<file path="config.mk">
export PLATFORM = sky130hd
export DESIGN_NAME = cit_timer
export DESIGN_NICKNAME = d
export VERILOG_FILES = /design/src/hw/cit_pkg.sv /design/src/hw/cit_timer.sv /design/src/hw/cit_prescaler.sv
export SDC_FILE = /design/constraint.sdc
export NUM_CORES = 1
export LEC_CHECK = 0
export CORE_UTILIZATION = 59
export DETAILED_ROUTE_END_ITERATION = 10
export DONT_BUFFER_PORTS = 1
export PLACE_DENSITY = 0.87
export SYNTH_ARGS = -nofsm -noshare
export SYNTH_HDL_FRONTEND = slang
export SYNTH_HIERARCHICAL = 1
export SYNTH_SLANG_ARGS = --single-unit
</file>
<file path="constraint.sdc">
create_clock -name aclk -period 7.8 [get_ports aclk]
set_clock_uncertainty 0.2 [all_clocks]
set_input_delay 1.95 -clock aclk [delete_from_list [all_inputs] [get_ports aclk]]
set_output_delay 1.95 -clock aclk [all_outputs]
set_load 0.02 [all_outputs]
</file>
<file path="src/hw/cit_pkg.sv">
package cit_pkg;
  // register byte addresses (printed offsets are multiples of four)
  localparam logic [11:0] LOW_MODE_ADDR = 12'hF90;
  localparam logic [11:0] HIGH_MODE_ADDR = 12'hFA8;
  localparam logic [11:0] CTRL_ADDR = 12'hFB0;
  localparam logic [11:0] HIGH_MOD_ADDR = 12'hFB4;
  localparam logic [11:0] LOW_MOD_ADDR = 12'hFB8;
  localparam logic [11:0] COUNT_ADDR = 12'hFBC;
  localparam logic [11:0] STATUS_ADDR = 12'hFC0;
  // mode register fields
  localparam int MODE_SEL_LSB = 0;
  localparam int RUN_BIT = 2;
  localparam int START_BIT = 3;
  localparam int CLK_SEL_LSB = 4;
  localparam logic [1:0] MODE_CASCADE = 2'h2;
  // control register fields
  localparam int OUT_EN_BIT = 0;
  // reset values
  localparam logic [7:0] MODE_RESET = 8'h00;
  localparam logic [7:0] CTRL_RESET = 8'h00;
  localparam logic [7:0] MODULO_RESET = 8'hFF;
  // clock-select codes
  localparam logic [2:0] SEL_OVF = 3'h2;
  localparam logic [2:0] SEL_C3 = 3'h3;
  localparam logic [2:0] SEL_C4 = 3'h4;
  localparam logic [2:0] SEL_C5 = 3'h5;
  localparam logic [2:0] SEL_C6 = 3'h6;
  localparam logic [2:0] SEL_C7 = 3'h7;
  // prescaler tap exponents
  localparam int PRE_WIDTH = 12;
  localparam logic [1:0] RESP_OKAY = 2'h0;
  localparam logic [1:0] RESP_SLVERR = 2'h2;

  typedef struct packed {
    logic [7:0] low_mode;
    logic [7:0] high_mode;
    logic [7:0] ctrl;
    logic [7:0] high_mod;
    logic [7:0] low_mod;
  } cit_regs_t;

  typedef struct packed {
    logic awready;
    logic wready;
    logic bvalid;
    logic [1:0] bresp;
    logic arready;
    logic rvalid;
    logic [31:0] rdata;
    logic [1:0] rresp;
  } cit_axi_out_t;
endpackage

</file>
<file path="src/hw/cit_timer.sv">
`timescale 1ns/100ps
module cit_timer (
  input wire logic aclk,
  input wire logic aresetn,
  input wire logic aclk_en,
  input wire logic [11:0] s_axi_awaddr,
  input wire logic s_axi_awvalid,
  output logic s_axi_awready,
  input wire logic [31:0] s_axi_wdata,
  input wire logic [3:0] s_axi_wstrb,
  input wire logic s_axi_wvalid,
  output logic s_axi_wready,
  output logic [1:0] s_axi_bresp,
  output logic s_axi_bvalid,
  input wire logic s_axi_bready,
  input wire logic [11:0] s_axi_araddr,
  input wire logic s_axi_arvalid,
  output logic s_axi_arready,
  output logic [31:0] s_axi_rdata,
  output logic [1:0] s_axi_rresp,
  output logic s_axi_rvalid,
  input wire logic s_axi_rready,
  output logic timer_output_pin,
  output logic low_channel_irq_flag
);
  typedef enum logic [1:0] {
    ST_IDLE,
    ST_RESP
  } cit_wr_state_t;

  typedef struct packed {
    cit_pkg::cit_regs_t regs;
    logic [7:0] low_counter;
    logic [7:0] high_counter;
    logic irq;
    logic toggle;
    logic pin;
    logic aw_got;
    logic w_got;
    logic [11:0] awaddr;
    logic [31:0] wdata;
    logic wstrb0;
    cit_wr_state_t wst;
    cit_pkg::cit_axi_out_t axi;
  } cit_state_t;

  cit_state_t r;
  cit_state_t next_r;
  logic [cit_pkg::PRE_WIDTH:0] tick;

  cit_prescaler #(
    .WIDTH(cit_pkg::PRE_WIDTH)
  ) u_pre (
    .aclk(aclk),
    .aresetn(aresetn),
    .aclk_en(aclk_en),
    .tick(tick)
  );

  function automatic logic low_pulse(
    input logic [2:0] sel,
    input logic [cit_pkg::PRE_WIDTH:0] t
  );
    logic p;
    p = 1'b0;
    unique case (sel)
      cit_pkg::SEL_OVF: p = t[1];
      cit_pkg::SEL_C3: p = t[0];
      cit_pkg::SEL_C4: p = t[10];
      cit_pkg::SEL_C5: p = t[8];
      cit_pkg::SEL_C6: p = t[6];
      cit_pkg::SEL_C7: p = t[4];
      default: p = 1'b0;
    endcase
    return p;
  endfunction

  function automatic logic high_pulse(
    input logic [2:0] sel,
    input logic ovf,
    input logic [cit_pkg::PRE_WIDTH:0] t
  );
    logic p;
    p = 1'b0;
    unique case (sel)
      cit_pkg::SEL_OVF: p = ovf;
      cit_pkg::SEL_C3: p = t[5];
      cit_pkg::SEL_C4: p = t[12];
      cit_pkg::SEL_C5: p = t[10];
      cit_pkg::SEL_C6: p = t[8];
      cit_pkg::SEL_C7: p = t[6];
      default: p = 1'b0;
    endcase
    return p;
  endfunction

  always_comb begin
    logic cascade;
    logic run;
    logic lp;
    logic ovf;
    logic hp;
    logic match_lo;
    logic match_hi;
    logic joint;
    logic start_lo;
    logic start_hi;
    logic do_write;
    logic [31:0] rd;
    logic hit;
    logic flag_set;
    logic rd_status;
    logic out_en;

    cascade = 1'b0;
    run = 1'b0;
    lp = 1'b0;
    ovf = 1'b0;
    hp = 1'b0;
    match_lo = 1'b0;
    match_hi = 1'b0;
    joint = 1'b0;
    start_lo = 1'b0;
    start_hi = 1'b0;
    do_write = 1'b0;
    rd = '0;
    hit = 1'b1;
    flag_set = 1'b0;
    rd_status = 1'b0;
    out_en = 1'b0;
    next_r = r;

    cascade = (r.regs.low_mode[cit_pkg::MODE_SEL_LSB +: 2]
               == cit_pkg::MODE_CASCADE) &&
              (r.regs.high_mode[cit_pkg::MODE_SEL_LSB +: 2]
               == cit_pkg::MODE_CASCADE);
    run = cascade && r.regs.low_mode[cit_pkg::RUN_BIT];
    lp = run && low_pulse(r.regs.low_mode[cit_pkg::CLK_SEL_LSB +: 3],
                          tick);
    match_lo = (r.low_counter == r.regs.low_mod);
    match_hi = (r.high_counter == r.regs.high_mod);
    joint = match_lo && match_hi;
    ovf = lp && (r.low_counter == 8'hFF);
    hp = run && high_pulse(r.regs.high_mode[cit_pkg::CLK_SEL_LSB +: 3],
                           ovf, tick);
    flag_set = lp && joint;

    if (aclk_en) begin
      if (lp) begin
        if (joint) begin
          next_r.low_counter = 8'h00;
          next_r.high_counter = 8'h00;
          next_r.irq = 1'b1;
          next_r.toggle = ~r.toggle;
        end else begin
          next_r.low_counter = r.low_counter + 8'h01;
          if (hp) begin
            next_r.high_counter = r.high_counter + 8'h01;
          end
        end
      end else if (hp) begin
        next_r.high_counter = r.high_counter + 8'h01;
      end

      // axi write channel capture
      if (s_axi_awvalid && r.axi.awready) begin
        next_r.aw_got = 1'b1;
        next_r.awaddr = s_axi_awaddr;
        next_r.axi.awready = 1'b0;
      end
      if (s_axi_wvalid && r.axi.wready) begin
        next_r.w_got = 1'b1;
        next_r.wdata = s_axi_wdata;
        next_r.wstrb0 = s_axi_wstrb[0];
        next_r.axi.wready = 1'b0;
      end
      unique case (r.wst)
        ST_IDLE: begin
          do_write = r.aw_got && r.w_got;
        end
        ST_RESP: begin
          if (s_axi_bready) begin
            next_r.axi.bvalid = 1'b0;
            next_r.axi.awready = 1'b1;
            next_r.axi.wready = 1'b1;
            next_r.wst = ST_IDLE;
          end
        end
      endcase

      if (do_write) begin
        next_r.aw_got = 1'b0;
        next_r.w_got = 1'b0;
        next_r.axi.bvalid = 1'b1;
        next_r.axi.bresp = cit_pkg::RESP_OKAY;
        next_r.wst = ST_RESP;
        if (r.wstrb0) begin
          unique case (r.awaddr)
            cit_pkg::LOW_MODE_ADDR: begin
              next_r.regs.low_mode = {1'b0, r.wdata[6:0]};
              start_lo = r.wdata[cit_pkg::START_BIT];
            end
            cit_pkg::HIGH_MODE_ADDR: begin
              next_r.regs.high_mode = {1'b0, r.wdata[6:0]};
              start_hi = r.wdata[cit_pkg::START_BIT];
            end
            cit_pkg::CTRL_ADDR: begin
              next_r.regs.ctrl = r.wdata[7:0];
            end
            cit_pkg::HIGH_MOD_ADDR: begin
              next_r.regs.high_mod = r.wdata[7:0];
            end
            cit_pkg::LOW_MOD_ADDR: begin
              next_r.regs.low_mod = r.wdata[7:0];
            end
            cit_pkg::COUNT_ADDR, cit_pkg::STATUS_ADDR: begin
              // read-only, write ignored
              hit = 1'b1;
            end
            default: hit = 1'b0;
          endcase
        end
        if (!hit) begin
          next_r.axi.bresp = cit_pkg::RESP_SLVERR;
        end
      end

      if (start_lo) begin
        next_r.low_counter = 8'h00;
        next_r.irq = 1'b0;
      end
      if (start_hi) begin
        next_r.high_counter = 8'h00;
      end
      next_r.regs.low_mode[cit_pkg::START_BIT] = 1'b0;
      next_r.regs.high_mode[cit_pkg::START_BIT] = 1'b0;

      // axi read channel
      if (r.axi.rvalid) begin
        if (s_axi_rready) begin
          next_r.axi.rvalid = 1'b0;
          next_r.axi.arready = 1'b1;
        end
      end else if (s_axi_arvalid && r.axi.arready) begin
        next_r.axi.arready = 1'b0;
        next_r.axi.rvalid = 1'b1;
        next_r.axi.rresp = cit_pkg::RESP_OKAY;
        unique case (s_axi_araddr)
          cit_pkg::LOW_MODE_ADDR: rd = {24'h0, r.regs.low_mode};
          cit_pkg::HIGH_MODE_ADDR: rd = {24'h0, r.regs.high_mode};
          cit_pkg::CTRL_ADDR: rd = {24'h0, r.regs.ctrl};
          cit_pkg::HIGH_MOD_ADDR: rd = {24'h0, r.regs.high_mod};
          cit_pkg::LOW_MOD_ADDR: rd = {24'h0, r.regs.low_mod};
          cit_pkg::COUNT_ADDR: rd = {16'h0, r.high_counter, r.low_counter};
          cit_pkg::STATUS_ADDR: rd = {29'h0, cascade, r.toggle, r.irq};
          default: begin
            rd = '0;
            next_r.axi.rresp = cit_pkg::RESP_SLVERR;
          end
        endcase
        next_r.axi.rdata = rd;
        // flag cleared by reading status
        // status read clears flag; set wins
        rd_status = (s_axi_araddr == cit_pkg::STATUS_ADDR);
        if (rd_status && !flag_set) begin
          next_r.irq = 1'b0;
        end
      end

      out_en = r.regs.ctrl[cit_pkg::OUT_EN_BIT];
      next_r.pin = out_en && next_r.toggle;
    end

    if (!aresetn) begin
      next_r = '0;
      next_r.regs.low_mode = cit_pkg::MODE_RESET;
      next_r.regs.high_mode = cit_pkg::MODE_RESET;
      next_r.regs.ctrl = cit_pkg::CTRL_RESET;
      next_r.regs.high_mod = cit_pkg::MODULO_RESET;
      next_r.regs.low_mod = cit_pkg::MODULO_RESET;
      next_r.wst = ST_IDLE;
      next_r.axi.awready = 1'b1;
      next_r.axi.wready = 1'b1;
      next_r.axi.arready = 1'b1;
    end
  end

  always_ff @(posedge aclk) begin
    r <= next_r;
  end

  assign s_axi_awready = r.axi.awready;
  assign s_axi_wready = r.axi.wready;
  assign s_axi_bvalid = r.axi.bvalid;
  assign s_axi_bresp = r.axi.bresp;
  assign s_axi_arready = r.axi.arready;
  assign s_axi_rvalid = r.axi.rvalid;
  assign s_axi_rdata = r.axi.rdata;
  assign s_axi_rresp = r.axi.rresp;
  assign timer_output_pin = r.pin;
  assign low_channel_irq_flag = r.irq;
endmodule

</file>
<file path="src/hw/cit_prescaler.sv">
`timescale 1ns/100ps
// free-running divider; tick[k] pulses once every 2^k clocks
module cit_prescaler #(
  parameter int WIDTH = 12
) (
  input wire logic aclk,
  input wire logic aresetn,
  input wire logic aclk_en,
  output logic [WIDTH:0] tick
);
  logic [WIDTH-1:0] count;

  always_ff @(posedge aclk) begin
    if (!aresetn) begin
      count <= '0;
    end else if (aclk_en) begin
      count <= count + 1'b1;
    end
  end

  assign tick[0] = aclk_en;
  genvar k;
  generate
    for (k = 1; k <= WIDTH; k++) begin : g_tap
      assign tick[k] = aclk_en && (count[k-1:0] == '1);
    end
  endgenerate
endmodule

</file>
==> summary.md <==
| Metric | Value |
|---|---|
| Status | `finished clean` |
| Antenna violations before repair | `0` |
| Crit path max fanout | `36` |
| Fmax | `244 MHz` |
| First-pass GRT wire length | `22500 um` |
| Drt drc | `0` |
| GR Overflow Total | `0` |
| CTS max path bufs | `2` |
| Core Footprint | `9330 sq um` |
| Nets@finish | `714` |
| Crit path kind | `in2reg` |
| Filler cell count | `739` |
| Die Width | `101 um` |
| Port bufs | `0` |
| DIE AREA | `10200 sq um` |
| Pre-CTS setup slack | `3.26 ns` |
| Final setup violation count | `0` |
| Die H | `101 um` |
| 1st-pass router iterations | `6` |
| Starting density of the core | `61.7%` |
| Ports | `111` |
| Most common cell after layout, fill and taps aside | `dfxtp_1` |
| Fin crit share | `52.6%` |
| Synth-to-layout area growth | `7.65%` |
| Post-CTS Setup Inserts | `0` |
| RePlAce Congestion | `0.923` |
| CP Capture Type | `flip-flop` |
| Post-DP HPWL | `9560 um` |
| CTS tree | `yes` |
| Layout cell share with drive strength beyond 1 | `8.90%` |
| Most frequent cells in the layout | `dfxtp_1, nand2_1, nor2_1, mux2i_1, a21oi_1` |
| Hold-fix buffers, CTS | `0` |
| Hold Vio Cnt, Final | `0` |
| Post-route minimum period | `4.11 ns` |
| Vias in the first global route | `4697` |
| Post-route ant nets | `0` |
| Fin worst setup slack | `3.69 ns` |
| Startpoint Class | `input port` |
| Via count | `4821` |
| Pleak | `2.43 nW` |
| Clock Pin Slew Worst Setup and Hold Paths | `0.06 ns` |
| Cell area power density | `229 nW/um^2` |
| Fin. max-slew vios | `0` |
| CTS Buf Count | `17` |
| Clk_lat worst skew | `0.52 ns` |
| Gr usage total | `28.7%` |
| Yosys warning count | `6` |
| Htree depth | `4` |
| Worst slew margin | `29.4%` |
| CP required | `8.04 ns` |
| Worst vdd ir | `0.174 mV` |
| Worst hold path type | `reg2reg` |
| Antenna fix cells | `0` |
| RSZ-0062 raised after global routing | `false` |
| Total Wirelength | `13800 um` |
| Largest net degree at the start of global routing | `42` |
| Via density | `6.17` |
| Post-Syn Area per Cell | `8.64 sq um` |
| Tightest Pin Transition | `1.05 ns` |
| Clk root buf | `clkbuf_8` |
| Row count | `35` |
| Total negative setup slack | `0 ns` |
| CTS resizes | `0` |
| Data arrival time of the worst path | `4.34 ns` |
| CTS Sinks | `113` |
| Max cap viols | `0` |
| Avg WL per Cell | `17.6 um` |
| Netlist Area Pre-Place | `5750 sq um` |
| DR iter-0 viols | `324` |
| Cells after Synth | `666` |
## critical path, stage by stage
cell and delay, ns:
nand4_1 0.25, nor3_2 0.36, mux2i_1 0.17, nor3b_4 0.25, o31ai_1 0.12, nor3_1 0.81, nand4_1 0.18, a31oi_1 0.25
## layer usage
layer | vias to the layer above | wire (um) | share of wire [%] | global-route usage (%)
met5 | - | 0 | 0 | 0
li1 | 2248 | - | - | -
met4 | 0 | 286 | 2.1 | 12.5
met2 | 246 | 6630 | 48 | 47.8
met3 | 40 | 1130 | 8.2 | 7.42
met1 | 2287 | 5720 | 42 | 35.0
## report_power, final
group	internal [W]	switching [W]	leakage [nW]	total, W
Clock	0.000493	0.000273	0.279	0.000766
Combinational	0.0000187	0.0000342	1.24	0.0000529
Sequential	0.000587	0.0000129	0.915	0.000599
## metrics by stage
step                total power [W]  hold WS, ns  instances  instance area (sq um)  util, %
floorplan                  0.000667        0.232        683                   5820        -
global placement           0.000660        0.246        750                   5610     60.1
detailed placement         0.000663        0.250        750                   5610     60.1
CTS                         0.00142        0.260        781                   6190     66.4
global route                0.00146        0.279        781                   6190     66.4
finish                      0.00142        0.264        781                   6190     66.4
## worst paths after layout
check        slack [ns]                        start  cells after the start                 end
max                3.69                      aclk_en                      8  r[95]$_SDFFE_PN0P_
min                0.26           r[87]$_SDFFE_PN0P_                      2  r[87]$_SDFFE_PN0P_
max reg2reg        4.44  u_pre/count[0]$_SDFFE_PN0P_                      9  r[95]$_SDFFE_PN0P_
min reg2reg        0.26           r[87]$_SDFFE_PN0P_                      2  r[87]$_SDFFE_PN0P_
## state kept, by name, summed over array words and instances, names as in the netlist
register,cells
r,77
s_axi_rdata,16
u_pre/count,12
low_channel_irq_flag,1
s_axi_arready,1
s_axi_awready,1
s_axi_bresp,1
s_axi_rresp,1
s_axi_rvalid,1
s_axi_wready,1
timer_output_pin,1
## area by class of cell
class                      instances  area [sq um]  share of cell area, %
clock inverter                    13           161                   2.61
multi-input combinational        495          3130                   50.5
sequential                       113          2260                   36.5
clock buffer                      18           428                   6.91
tap                              129           161                   2.61
inverter                          12          45.0                  0.727
timing repair buffer               1          7.51                  0.121
(Power assumes the default switching activity.)
